===== src/hw/hmdr_pkg.sv =====
package hmdr_pkg;
   // ==========================================================
   // Register offsets
   localparam logic [7:0] HMDR_OFS_RSVD_BB = 8'hBB;
   localparam logic [7:0] HMDR_OFS_FA_MIN = 8'hBC;
   localparam logic [7:0] HMDR_OFS_RSVD_BD = 8'hBD;
   localparam logic [7:0] HMDR_OFS_PD_CTRL = 8'hBE;
   localparam logic [7:0] HMDR_OFS_RSVD_BF = 8'hBF;
   localparam logic [7:0] HMDR_OFS_RSVD_LO = 8'hC0;
   localparam logic [7:0] HMDR_OFS_RSVD_HI = 8'hCF;
   localparam logic [7:0] HMDR_OFS_DEBUG = 8'hD0;

   // ==========================================================
   // Reset and fixed read values
   localparam logic [7:0] HMDR_RST_RSVD_BB = 8'h74;
   localparam logic [7:0] HMDR_RST_FA_MIN = 8'h80;
   localparam logic [7:0] HMDR_RST_ZERO = 8'h00;

   // ==========================================================
   // Debug register fields
   localparam int HMDR_DBG_SINGLE = 0;
   localparam int HMDR_DBG_CONT = 1;
   localparam int HMDR_DBG_SELFTEST = 5;

   localparam int HMDR_NPORT = 4;
   localparam int HMDR_NPIN = 8;

   typedef struct packed {
      logic wr;
      logic rd;
      logic [7:0] addr;
      logic [7:0] wdata;
   } hmdr_req_t;
endpackage


===== src/hw/hmdr_regs.sv =====
// Behaviour
// - Raw-mode frame start after minimum active time.
// - Pull-down on when pin is not output.
// - Per-pin disable bit turns pull-down off.
// - Read select field picks port debug copy.
// - Debug writes go to every enabled port.
// - Bit 5 shows remote self-test active.
// - Bit 1 corrupts every back-channel frame.
// - Bit 0 corrupts one frame, then clears.
// - Reserved locations read fixed defaults.
module hmdr_regs
   import hmdr_pkg::*;
(
   input wire logic mclk,
   input wire logic rst,
   input wire hmdr_req_t reg_req,
   output logic [7:0] reg_rdata,
   input wire logic [3:0] rx_port_write_en,
   input wire logic [1:0] rx_port_read_sel,
   input wire logic [3:0] raw_mode,
   input wire logic [3:0] frame_active,
   input wire logic [3:0] bc_frame,
   input wire logic [3:0] remote_selftest,
   input wire logic [7:0] pin_output_mode,
   output logic [3:0] frame_start,
   output logic [3:0] bc_err_inject,
   output logic [7:0] pin_pulldown_en
);
   logic [7:0] fa_min_r;
   logic [7:0] pd_off_r;
   logic [7:0] rdata_r;
   logic [7:0] rdata_nxt;
   logic [3:0] fa_s1_r;
   logic [3:0] fa_s2_r;
   logic [3:0] st_s1_r;
   logic [3:0] st_s2_r;
   logic [3:0] cont_v;
   logic [3:0] single_v;
   logic [3:0] port_wr;
   logic [7:0] dbg_rd;
   logic wr_fa;
   logic wr_pd;
   logic wr_dbg;
   logic rsvd_rng;

   // ==========================================================
   // Address decode
   assign wr_fa = reg_req.wr && reg_req.addr == HMDR_OFS_FA_MIN;
   assign wr_pd = reg_req.wr && reg_req.addr == HMDR_OFS_PD_CTRL;
   assign wr_dbg = reg_req.wr && reg_req.addr == HMDR_OFS_DEBUG;
   assign port_wr = {4{wr_dbg}} & rx_port_write_en;
   assign rsvd_rng = reg_req.addr >= HMDR_OFS_RSVD_LO &&
      reg_req.addr <= HMDR_OFS_RSVD_HI;

   // ==========================================================
   // Shared registers
   always_ff @(posedge mclk or posedge rst) begin
      if (rst) begin
         fa_min_r <= HMDR_RST_FA_MIN;
         pd_off_r <= HMDR_RST_ZERO;
      end else begin
         if (wr_fa) begin
            fa_min_r <= reg_req.wdata;
         end
         if (wr_pd) begin
            pd_off_r <= reg_req.wdata;
         end
      end
   end

   assign pin_pulldown_en = ~pin_output_mode & ~pd_off_r;

   // ==========================================================
   // Pin synchronisers
   always_ff @(posedge mclk or posedge rst) begin
      if (rst) begin
         fa_s1_r <= 4'h0;
         fa_s2_r <= 4'h0;
         st_s1_r <= 4'h0;
         st_s2_r <= 4'h0;
      end else begin
         fa_s1_r <= frame_active;
         fa_s2_r <= fa_s1_r;
         st_s1_r <= remote_selftest;
         st_s2_r <= st_s1_r;
      end
   end

   // ==========================================================
   // Receive ports
   genvar gi;
   generate
      for (gi = 0; gi < HMDR_NPORT; gi++) begin : g_port
         hmdr_rx_port u_port (
            .mclk(mclk),
            .rst(rst),
            .raw_mode(raw_mode[gi]),
            .frame_active(fa_s2_r[gi]),
            .frame_active_min_time(fa_min_r),
            .bc_frame(bc_frame[gi]),
            .dbg_wr(port_wr[gi]),
            .dbg_wdata(reg_req.wdata),
            .frame_start(frame_start[gi]),
            .bc_err_inject(bc_err_inject[gi]),
            .backchan_err_continuous(cont_v[gi]),
            .backchan_err_single(single_v[gi])
         );
      end
   endgenerate

   // ==========================================================
   // Read path
   assign dbg_rd = {2'b00, st_s2_r[rx_port_read_sel], 3'b000,
      cont_v[rx_port_read_sel], single_v[rx_port_read_sel]};
   assign rdata_nxt =
      !reg_req.rd ? rdata_r :
      reg_req.addr == HMDR_OFS_RSVD_BB ? HMDR_RST_RSVD_BB :
      reg_req.addr == HMDR_OFS_FA_MIN ? fa_min_r :
      reg_req.addr == HMDR_OFS_PD_CTRL ? pd_off_r :
      reg_req.addr == HMDR_OFS_DEBUG ? dbg_rd :
      HMDR_RST_ZERO;

   always_ff @(posedge mclk or posedge rst) begin
      if (rst) begin
         rdata_r <= HMDR_RST_ZERO;
      end else begin
         rdata_r <= rdata_nxt;
      end
   end

   assign reg_rdata = rdata_r;
endmodule


===== src/hw/hmdr_rx_port.sv =====
module hmdr_rx_port
   import hmdr_pkg::*;
(
   input wire logic mclk,
   input wire logic rst,
   input wire logic raw_mode,
   input wire logic frame_active,
   input wire logic [7:0] frame_active_min_time,
   input wire logic bc_frame,
   input wire logic dbg_wr,
   input wire logic [7:0] dbg_wdata,
   output logic frame_start,
   output logic bc_err_inject,
   output logic backchan_err_continuous,
   output logic backchan_err_single
);
   logic [7:0] cnt_r;
   logic [7:0] cnt_nxt;
   logic fired_r;
   logic cont_r;
   logic single_r;
   logic single_nxt;
   logic cnt_max;

   // ==========================================================
   // Frame start gate
   assign cnt_max = (cnt_r == 8'hFF);
   assign frame_start = raw_mode && frame_active && !fired_r &&
      (cnt_r >= frame_active_min_time);
   assign cnt_nxt = !frame_active ? 8'h00 :
      (cnt_max ? cnt_r : cnt_r + 8'h01);

   always_ff @(posedge mclk or posedge rst) begin
      if (rst) begin
         cnt_r <= 8'h00;
         fired_r <= 1'b0;
      end else begin
         cnt_r <= cnt_nxt;
         fired_r <= frame_active && (fired_r || frame_start);
      end
   end

   // ==========================================================
   // Back-channel error injection
   assign bc_err_inject = bc_frame && (cont_r || single_r);
   // Set by a write wins over the clear by an injection
   assign single_nxt = (dbg_wr && dbg_wdata[HMDR_DBG_SINGLE]) ||
      (single_r && !bc_frame);

   always_ff @(posedge mclk or posedge rst) begin
      if (rst) begin
         cont_r <= 1'b0;
         single_r <= 1'b0;
      end else begin
         single_r <= single_nxt;
         if (dbg_wr) begin
            cont_r <= dbg_wdata[HMDR_DBG_CONT];
         end
      end
   end

   assign backchan_err_continuous = cont_r;
   assign backchan_err_single = single_r;
endmodule


===== config.mk =====
export PLATFORM = sky130hd
export DESIGN_NAME = hmdr_regs
export DESIGN_NICKNAME = d
export VERILOG_FILES = /design/src/hw/hmdr_pkg.sv /design/src/hw/hmdr_regs.sv /design/src/hw/hmdr_rx_port.sv
export SDC_FILE = /design/constraint.sdc
export NUM_CORES = 1
export LEC_CHECK = 0
export ABC_AREA = 0
export BUFFER_PORTS_ARGS = -buffer_cell sky130_fd_sc_hd__clkbuf_2
export CELL_PAD_IN_SITES_DETAIL_PLACEMENT = 1
export CELL_PAD_IN_SITES_GLOBAL_PLACEMENT = 1
export CORE_ASPECT_RATIO = 1.75
export CORE_UTILIZATION = 25
export CTS_CLUSTER_DIAMETER = 50
export DETAILED_ROUTE_END_ITERATION = 10
export GPL_ROUTABILITY_DRIVEN = 0
export MAX_ROUTING_LAYER = met4
export PLACE_DENSITY_LB_ADDON = 0.05
export SETUP_SLACK_MARGIN = 0.15
export SLEW_MARGIN = 0
export SYNTH_ARGS = -nofsm -noshare
export SYNTH_HDL_FRONTEND = slang
export SYNTH_HIERARCHICAL = 1
export SYNTH_SLANG_ARGS = --single-unit
export TNS_END_PERCENT = 10

===== constraint.sdc =====
create_clock -name mclk -period 4.2 [get_ports mclk]
set_input_delay 0.42 -clock mclk [delete_from_list [all_inputs] [get_ports mclk]]
set_output_delay 0.42 -clock mclk [all_outputs]
set_load 0.1 [all_outputs]

# --- Word level (Yosys, flattened, before mapping) ---
# Index checks and enable logic that the tools add are counted.
# Widths: inputs -> output; s select.
word_totals:
  ff_bits: 84
  out_inout_bits: 24
op_classes:
  add_sub_neg: 4
  magnitude_cmp: 5
  eq_ne: 12
  muxes: 18
  bitwise: 4
  reduce_logical: 51
ops:
  columns: ["operator", "count"]
  rows:
  - ["$mux 8", 11]
  - ["$eq 8x8->1 const B", 8]
  - ["$add 8x1->8 const B", 4]
  - ["$ge 8x8->1", 4]
  - ["$logic_and 1x1->1", 31]
  - ["$not 8->8", 2]
  - ["$logic_or 1x1->1", 12]
  - ["$and 8x8->8", 1]
  - ["$logic_not 1->1", 8]
  - ["$ne 2x2->1 const B", 4]
  - ["$bmux 1 s2", 3]
  - ["$mux 6", 1]
  - ["$and 4x4->4", 1]
  - ["$lt 2x3->1 const B", 1]
  - ["$mux 1", 3]

# --- Logic depth before layout (Yosys ltp) ---
# Gate-level depths: netlist of run 1.
logic_depth:
  word_depth: 6
  mapped_depth: 7
  depth_no_buf: 6

# --- Hierarchy ---
# The synthesis of run 1 kept the hierarchy.
modules_own_cells:
  columns: ["module", "instances", "cells_per_inst", "area_each_um2", "seq_area_each_um2"]
  rows:
  - ["hmdr_rx_port", 4, 81, 748.2, 275.3]
  - ["hmdr_regs", 1, 125, 1662.8, 1002.2]

# --- Worst setup path before layout of run 1 ---
# OpenSTA, ideal clock, no wires.
synth_timing:
  path_type: "register to output"
  start: "reg fa_min_r[7]"
  end: "out frame_start[1]"
  arrival_ps: 4241
  t_required_ps: 3780
  path_slack_ps: -461
  stages_incl_launch_ff: 7
  path_buffers: 0
  cell_sequence: "dfstp_2 -> inv_1 -> ha_1 -> nand4_1 -> nor2_1 -> a211oi_1 -> nor4b_1"
synth_via:
  elab_chain_cells: 2
synth_rtl:
  columns: ["item", "line", "source"]
  rows:
  - ["start, declared", "hmdr_regs.sv:29", "logic [7:0] fa_min_r;"]
  - ["start signal, assigned", "hmdr_regs.sv:63", "fa_min_r <= reg_req.wdata;"]
  - ["$ge 8x8->1", "hmdr_rx_port.sv:29", "(cnt_r >= frame_active_min_time);"]
  - ["$logic_and 1x1->1", "hmdr_rx_port.sv:28", "assign frame_start = raw_mode && frame_active && !fired_r &&"]
  - ["end, declared", "hmdr_regs.sv:25", "output logic [3:0] frame_start,"]
# No other way between the ends.

# --- Worst setup path after layout of run 1 ---
layout_timing:
  start: "reg fa_min_r[7]"
  end: "out frame_start[0]"
# Same word-level chain as after synthesis.

==> results.md, run 1 <==
- Critical R2R Launch: fa_min_r[2]
- Status: complete, no violations
- Sw Pwr: 579 uW
- Drt wl/cell: 17.2 um
- Leakage: 0.00261 uW
- Minimum clock period: 2.88 ns
- CTS tree: built
- Register Area: 2100 sq um
- Synthesized area per cell: 10.4 sq um
- Share of cells above drive strength 1: 25.0%
- CTS Buf Count: 9
- Rel. slew slack: 37.5%
- I/O pin count: 74
- Area of the multi-input gates: 2290 sq um
- Yosys cell types: 49
- PD cells: 366 nW/um^2
- Comb power frac: 14.3%
- Num rows: 65
- Remaining Overflow, GRT: 0
- Layout net count: 612
- Antenna cells: 0
- Type of origin of the critical path: flop
- Max Root-Sink Buffers: 2
- Area growth syn-to-layout: 19.8%
- Power Internal: 1460 uW
- Drt first pass iters: 4
- Initial core utilization: 25.7%
- Sequential share of power: 43.2%
- Worst Reg2Reg Path Length in Cells: 6
- Post-DRT Antenna Nets: 0
- Core area: 18100 sq um
- Reg2reg setup slack: 2.29 ns
- RSZ-0062 raised after global routing: no
- Post-CTS Setup Repair Bufs: 0
- EDFF count, synth: 0
- Asr flop ratio synth: 100%
- Clock Latency Late Sink: 0.34 ns
- Setup Viol. Count Final: 0
- Net Sw Frac: 28.4%
- Die H: 183 um
- Die Span X: 105 um
- Design area: 5580 sq um
- Largest net degree at the start of global routing: 41
- Die Area: 19200 sq um
- Worst vdd ir: 156 uV
- WS Path Type: flop to primary output
- Worst-Margin Slew: 0.936 ns
- Max cap viols: 0
- Worst hold slack: 0.140 ns
- Worst Path Arrival: 2.46 ns
- Clk Tree Root Cell: clkbuf_16
- Detailed-route via count: 3562
- Placed Cells: 749
- CP Capture Type: primary output
- Critical path peak fanout: 6
- Tot GR Track Use: 15.2%
- Post-CTS sizing: 0
- Register area share after synthesis: 45.2%
- Clock Skew: 0.0122 ns
- Yosys warns: 6
- # H-tree levels: 3
- Worst min path class: input pin to async pin
- Initial DRC count: 51
- WP data required: 3.78 ns
- Pins Over Slew Limit: 0
- Synth Instances: 449
- Hold-fix buffers, CTS: 0
- Synth Cell Area: 4660 sq um
- Sink Count: 84
- Post-synth top flop: dfrtp_1
- Vias in the first global route: 3964
- Non-filler cells, final: 765
- DRC Markers: 0
- Mapped Nets: 535
- Initial antenna violation count: 0
- Filler Cell Count: 2058
- Place WS: 1.69 ns
- Peak Freq: 347 MHz
- Period utilization: 68.7%
- Clock power share: 42.5%
- Routed wire length: 13200 um
- Sum Neg Setup Slack: 0 ns
- Yosys reg bits: 84
- Worst Setup SP: fa_min_r[7]
- Reg-to-reg endpoint: g_port[2].u_port/fired_r
- Port-buffer cells: 73
- Count of final hold-check violations: 0
- Worst Setup Slack, final: 1.32 ns
- Worst-path clk slew: 0.07 ns
- Hpwl dp: 10400 um
- Vias per std cell: 4.66
- Placement Cell Area: 5260 sq um
- First-pass GRT wire length: 21500 um
[worst max path at each step]
stage | cells after the start | slack [ns] | endpoint
2_1_floorplan | 6 | -0.46 | frame_start[2]
5_1_grt | 7 | 1.16 | frame_start[2]
3_5_place_dp | 7 | 1.69 | frame_start[0]
4_1_cts | 7 | 1.30 | frame_start[0]
6_report | 7 | 1.32 | frame_start[0]
3_3_place_gp | 7 | 1.72 | frame_start[0]
[cell type report]
type	count	share of cell area (%)
Tap cell	234	5.25
Clock buffer	10	4.11
Clock inverter	6	1.59
Timing Repair Buffer	73	6.55
Multi-Input combinational cell	302	41.0
Sequential cell	84	37.7
Inverter	56	3.77
[state kept, by name, summed over array words and instances (netlist names)]
signal and flops:
g_port.u_port/cnt_r 32, fa_min_r 8, pd_off_r 8, reg_rdata 8, fa_s1_r 4, fa_s2_r 4
g_port.u_port/backchan_err_continuous 4, g_port.u_port/backchan_err_single 4, g_port.u_port/fired_r 4, st_s1_r 4, st_s2_r 4
[kinds of logic (layout without fill, tap and decap cells)]
logic type | Yosys count | after routing | share of synthesized area [%]
XOR/XNOR | 12 | 12 | 2.26
AND/OR/NAND/NOR | 129 | 129 | 15.1
adder cells (fa/ha/maj) | 36 | 36 | 9.67
buffers and inverters | 63 | 145 | 5.83
multiplexers | 36 | 36 | 9.14
AO/OA/AOI/OAI | 89 | 89 | 12.9
flip-flops | 84 | 84 | 45.2
[cell usage after synthesis (2+ instances only)]
master     number  area share, %
or2_1           4           0.54
o21a_1          8            1.3
and3_2          4           0.65
nor2_1         48            3.9
nor2b_1         5           0.67
xnor2_1         8            1.5
o21ai_1         4           0.43
a31oi_1        12            1.6
ha_1           36            9.7
dfrtp_1        83             45
mux2_1          2           0.48
mux2i_1        11            2.4
mux2_2         20            4.8
nand4_1         4           0.54
buf_6           4           0.97
nor4b_1         4           0.75
o22ai_1         4           0.54
nand2_1        24            1.9
nor3_1          4           0.43
o21ai_0        28            3.0
o22a_1          3           0.56
and2_1          5           0.67
a2111oi_1       4           0.86
xor2_1          4           0.75
inv_1          56            4.5
a21oi_1         5           0.54
mux4_2          3            1.5
nand3_1         2           0.22
nand3_2         4           0.86
and3_1          8            1.1
o311ai_0        2           0.38
a211oi_1       12            1.9
a211oi_2        4            1.1
nand4_2         5            1.3
[metrics by stage]
stage / util (%) / total power [uW]
after floorplan: - / 1110
after global placement: 29.0 / 1190
after detailed placement: 29.0 / 1200
after CTS: 30.7 / 2080
after global routing: 30.7 / 2130
final: 30.7 / 2040
[placed cells by master (no fill, tap or decap), types with 5 or more instances in the layout]
| cell | instances |
|---|---|
| mux2i_1 | 11 |
| mux2_2 | 20 |
| inv_1 | 55 |
| nand4_2 | 5 |
| clkbuf_16 | 9 |
| o21ai_0 | 28 |
| a31oi_1 | 12 |
| o21a_1 | 8 |
| clkbuf_2 | 73 |
| nor2_1 | 48 |
| and2_1 | 5 |
| and3_1 | 8 |
| dfrtp_1 | 83 |
| nor2b_1 | 5 |
| a21oi_1 | 5 |
| ha_1 | 36 |
| xnor2_1 | 8 |
| a211oi_1 | 12 |
| nand2_1 | 24 |
[critical path, stage by stage (launching register included)]
cell and delay, ns:
dfstp_2 0.61, inv_1 0.07, ha_1 0.29, nand4_1 0.08, nor2_1 0.15, a211oi_1 0.09, nor4b_1 0.30, clkbuf_2 0.52
[power by group through the flow]
stage	clock [uW]	sequential (uW)	combinational [uW]
after floorplan	0	901	212
after global placement	0	898	295
after detailed placement	0	899	299
after CTS	896	884	301
after global routing	920	889	325
final	867	882	293
[metal layers]
metal | vias up | global-route usage (%) | wire length, um
met3 | 8 | 2.04 | 268
met5 | - | - | 0
met4 | 0 | 4.96 | 169
met2 | 40 | 29.1 | 7520
met1 | 1775 | 15.7 | 5230
li1 | 1739 | - | -
(Power assumes the default switching activity.)
==> inputs of run 2 (changes only) <==
--- a/config.mk
+++ b/config.mk
@@ -5,7 +5,7 @@
 export SDC_FILE = /design/constraint.sdc
 export NUM_CORES = 1
 export LEC_CHECK = 0
-export ABC_AREA = 0
+export ABC_AREA = 1
 export BUFFER_PORTS_ARGS = -buffer_cell sky130_fd_sc_hd__clkbuf_2
 export CELL_PAD_IN_SITES_DETAIL_PLACEMENT = 1
 export CELL_PAD_IN_SITES_GLOBAL_PLACEMENT = 1
==> constraint.sdc (replaced) <==
create_clock -name mclk -period 2.6 [get_ports mclk]
set_input_delay 0.26 -clock mclk [delete_from_list [all_inputs] [get_ports mclk]]
set_output_delay 0.26 -clock mclk [all_outputs]
set_load 0.1 [all_outputs]
==> results.md, run 2 <==
- Status: complete, no violations
- Most frequent cells in the layout: 180 x nand2_1, 114 x inv_1, 81 x dfrtp_1
- Synthesized area per cell: 7.71 sq um
- Critical path buffer and inverter count: 3
- Critical path peak fanout: 6
- First-pass GRT wire length: 23900 um
- Net Sw Frac: 27.6%
- Area growth syn-to-layout: 20.8%
- Family with the most delay on the worst path: flip-flops
- Peak Freq: 429 MHz
- Sink Count: 84
- Die Span X: 109 um
- Vias per std cell: 4.44
- CP peak stage delay: 0.60 ns
- Clk Tree Root Cell: clkbuf_16
- Post-DRT Antenna Nets: 0
- Initial DRC count: 110
- Drt first pass iters: 4
- Worst vdd ir: 340 uV
- Yosys reg bits: 84
- Clock Skew: 0.00792 ns
- Vias in the first global route: 4818
- Antenna cells: 0
- EDFF count, synth: 0
- Post-synth top flop: dfrtp_1
- Layout net count: 826
- Worst min path class: input pin to flop
- Clock Latency Late Sink: 0.35 ns
- Most frequent cell after synthesis: nand2_1
- Worst Path Arrival: 2.07 ns
- Sequential share of power: 45.1%
- Sw Pwr: 866 uW
- Power Internal: 2270 uW
- DRC Markers: 0
- Largest cells by area after synthesis: dfrtp_1 41%, nand2_1 13%, ha_1 9.0%
- Worst-path clk slew: 0.06 ns
- Period utilization: 89.6%
- Rel. slew slack: 38.3%
- Max Root-Sink Buffers: 2
- Hpwl dp: 11400 um
- # H-tree levels: 3
- Most common cell after layout, fill and taps aside: nand2_1
- Register area share after synthesis: 41.8%
- Crit-path most repeated cell: nand2_1
- CP Capture Type: primary output
- Leading area contributor after synthesis: dfrtp_1
- Detailed-route via count: 4391
- Initial core utilization: 25.5%
- Routed wire length: 14100 um
- Worst-Margin Slew: 0.924 ns
- Pins Over Slew Limit: 0
- Mapped Nets: 738
- Sum Neg Setup Slack: 0 ns
- Critical Path Slowest Stage Cell: dfstp_2
- CTS tree: built
- Synth Instances: 652
- Count of final hold-check violations: 0
- Port-buffer cells: 73
- Commonest cells in the netlist: 180 x nand2_1, 115 x inv_1, 83 x dfrtp_1
- Comb power frac: 11.8%
- Die H: 190 um
- WS Path Type: flop to primary output
- Initial antenna violation count: 0
- Max reg flops: 32
- Remaining Overflow, GRT: 0
- Leakage: 0.00348 uW
- Max cap viols: 0
- Die Area: 20700 sq um
- Yosys warns: 6
- Synth Cell Area: 5030 sq um
- Yosys cell types: 30
- Clock power share: 43.1%
- Core area: 19700 sq um
- Share of the synthesized area in the top cell type: 41.3%
- Reg2reg setup slack: 1.00 ns
- WP data required: 2.34 ns
- Worst hold slack: 0.120 ns
- Largest Register: g_port.u_port/cnt_r
- CTS Buf Count: 9
- Post-CTS Setup Repair Bufs: 0
- CP cell instances: inv_1, ha_1, nand2_1, o21a_1, nand2_1, nand2_1, inv_1, buf_4
- Largest net degree at the start of global routing: 41
- Drt wl/cell: 14.3 um
- Minimum clock period: 2.33 ns
- I/O pin count: 74
- RSZ-0062 raised after global routing: yes
- Share of cells above drive strength 1: 18.9%
- Asr flop ratio synth: 100%
- Setup Viol. Count Final: 0
- PD cells: 516 nW/um^2
- Tot GR Track Use: 15.7%
- Num rows: 68
- Type of origin of the critical path: flop
-- run 2: cell types whose count changed in the layout (fill, tap and decap cells not counted), sizes merged, moves of 6 or more --
cell / before / now
a211oi: 16 / 0
a21oi: 5 / 15
a31oi: 12 / 1
and3: 12 / 0
buf: 0 / 6
dlygate4sd3: 0 / 9
inv: 56 / 122
mux2: 22 / 4
mux2i: 11 / 0
nand2: 25 / 190
nand3: 6 / 51
nor2: 48 / 82
xnor2: 8 / 0
-- run 2: power groups by stage --
stage	clock [uW]	sequential [uW]	combinational [uW]
global placement	0	1440	360
finish	1350	1420	370
CTS	1430	1420	381
global route	1470	1420	423
floorplan	0	1450	231
detailed placement	0	1440	370
-- run 2: kinds of logic (layout without fill, tap and decap cells) --
family                   count (synthesis)  after routing  share of synthesized area (%)
buffers and inverters                  128            221                           10.2
adder cells (fa/ha/maj)                 36             36                           8.96
flip-flops                              84             84                           41.8
AND/OR/NAND/NOR                        340            340                           31.3
multiplexers                             4              4                          0.895
AO/OA/AOI/OAI                           60             60                           6.84
-- run 2: path summary, 6_finish.rpt --
path,start,end,depth (start not counted)
max,fa_min_r[7],frame_start[0],8
max in group asynchronous,rst,fa_min_r[3],3
min reg2reg,st_s1_r[2],st_s2_r[2],0
min in group asynchronous,rst,g_port[3].u_port/backchan_err_single,3
min,bc_frame[1],g_port[1].u_port/backchan_err_single,2
max reg2reg,fa_min_r[7],g_port[0].u_port/fired_r,7
-- run 2: metrics by stage --
step / utilization [%] / instance area [sq um] / power [uW] / worst slack, ns / instances
finish: 30.8 / 6080 / 3140 / 0.271 / 990
global route: 30.8 / 6080 / 3310 / 0.122 / 990
CTS: 30.7 / 6050 / 3230 / 0.0562 / 989
detailed placement: 28.7 / 5660 / 1810 / 0.415 / 965
global placement: 28.7 / 5660 / 1800 / 0.431 / 965
floorplan: - / 5030 / 1680 / 0.545 / 652
-- run 2: cell type report --
class,instances,area [sq um]
Sequential cell,84,2110
Inverter,121,459
Clock inverter,3,43.8
Clock buffer,13,260
Tap cell,245,307
Timing Repair Buffer,84,488
Fill cell,2462,13700
Multi-Input combinational cell,440,2410
-- run 2: per-layer routing --
metal	vias up	share of wire, %	wire length, um	GRT usage (%)
met4	0	1.8	253	5.79
met1	2121	38	5360	15.7
li1	2201	-	-	-
met3	15	2.0	278	2.40
met5	-	0	0	-
met2	54	58	8240	29.9
-- run 2: repair_timing --
action,in CTS,in global routing
hold buffers,8,1
pin swaps,0,0
gates resized for setup,2,12
endpoints found under the hold margin,40,1
endpoints found under the setup margin,4,4
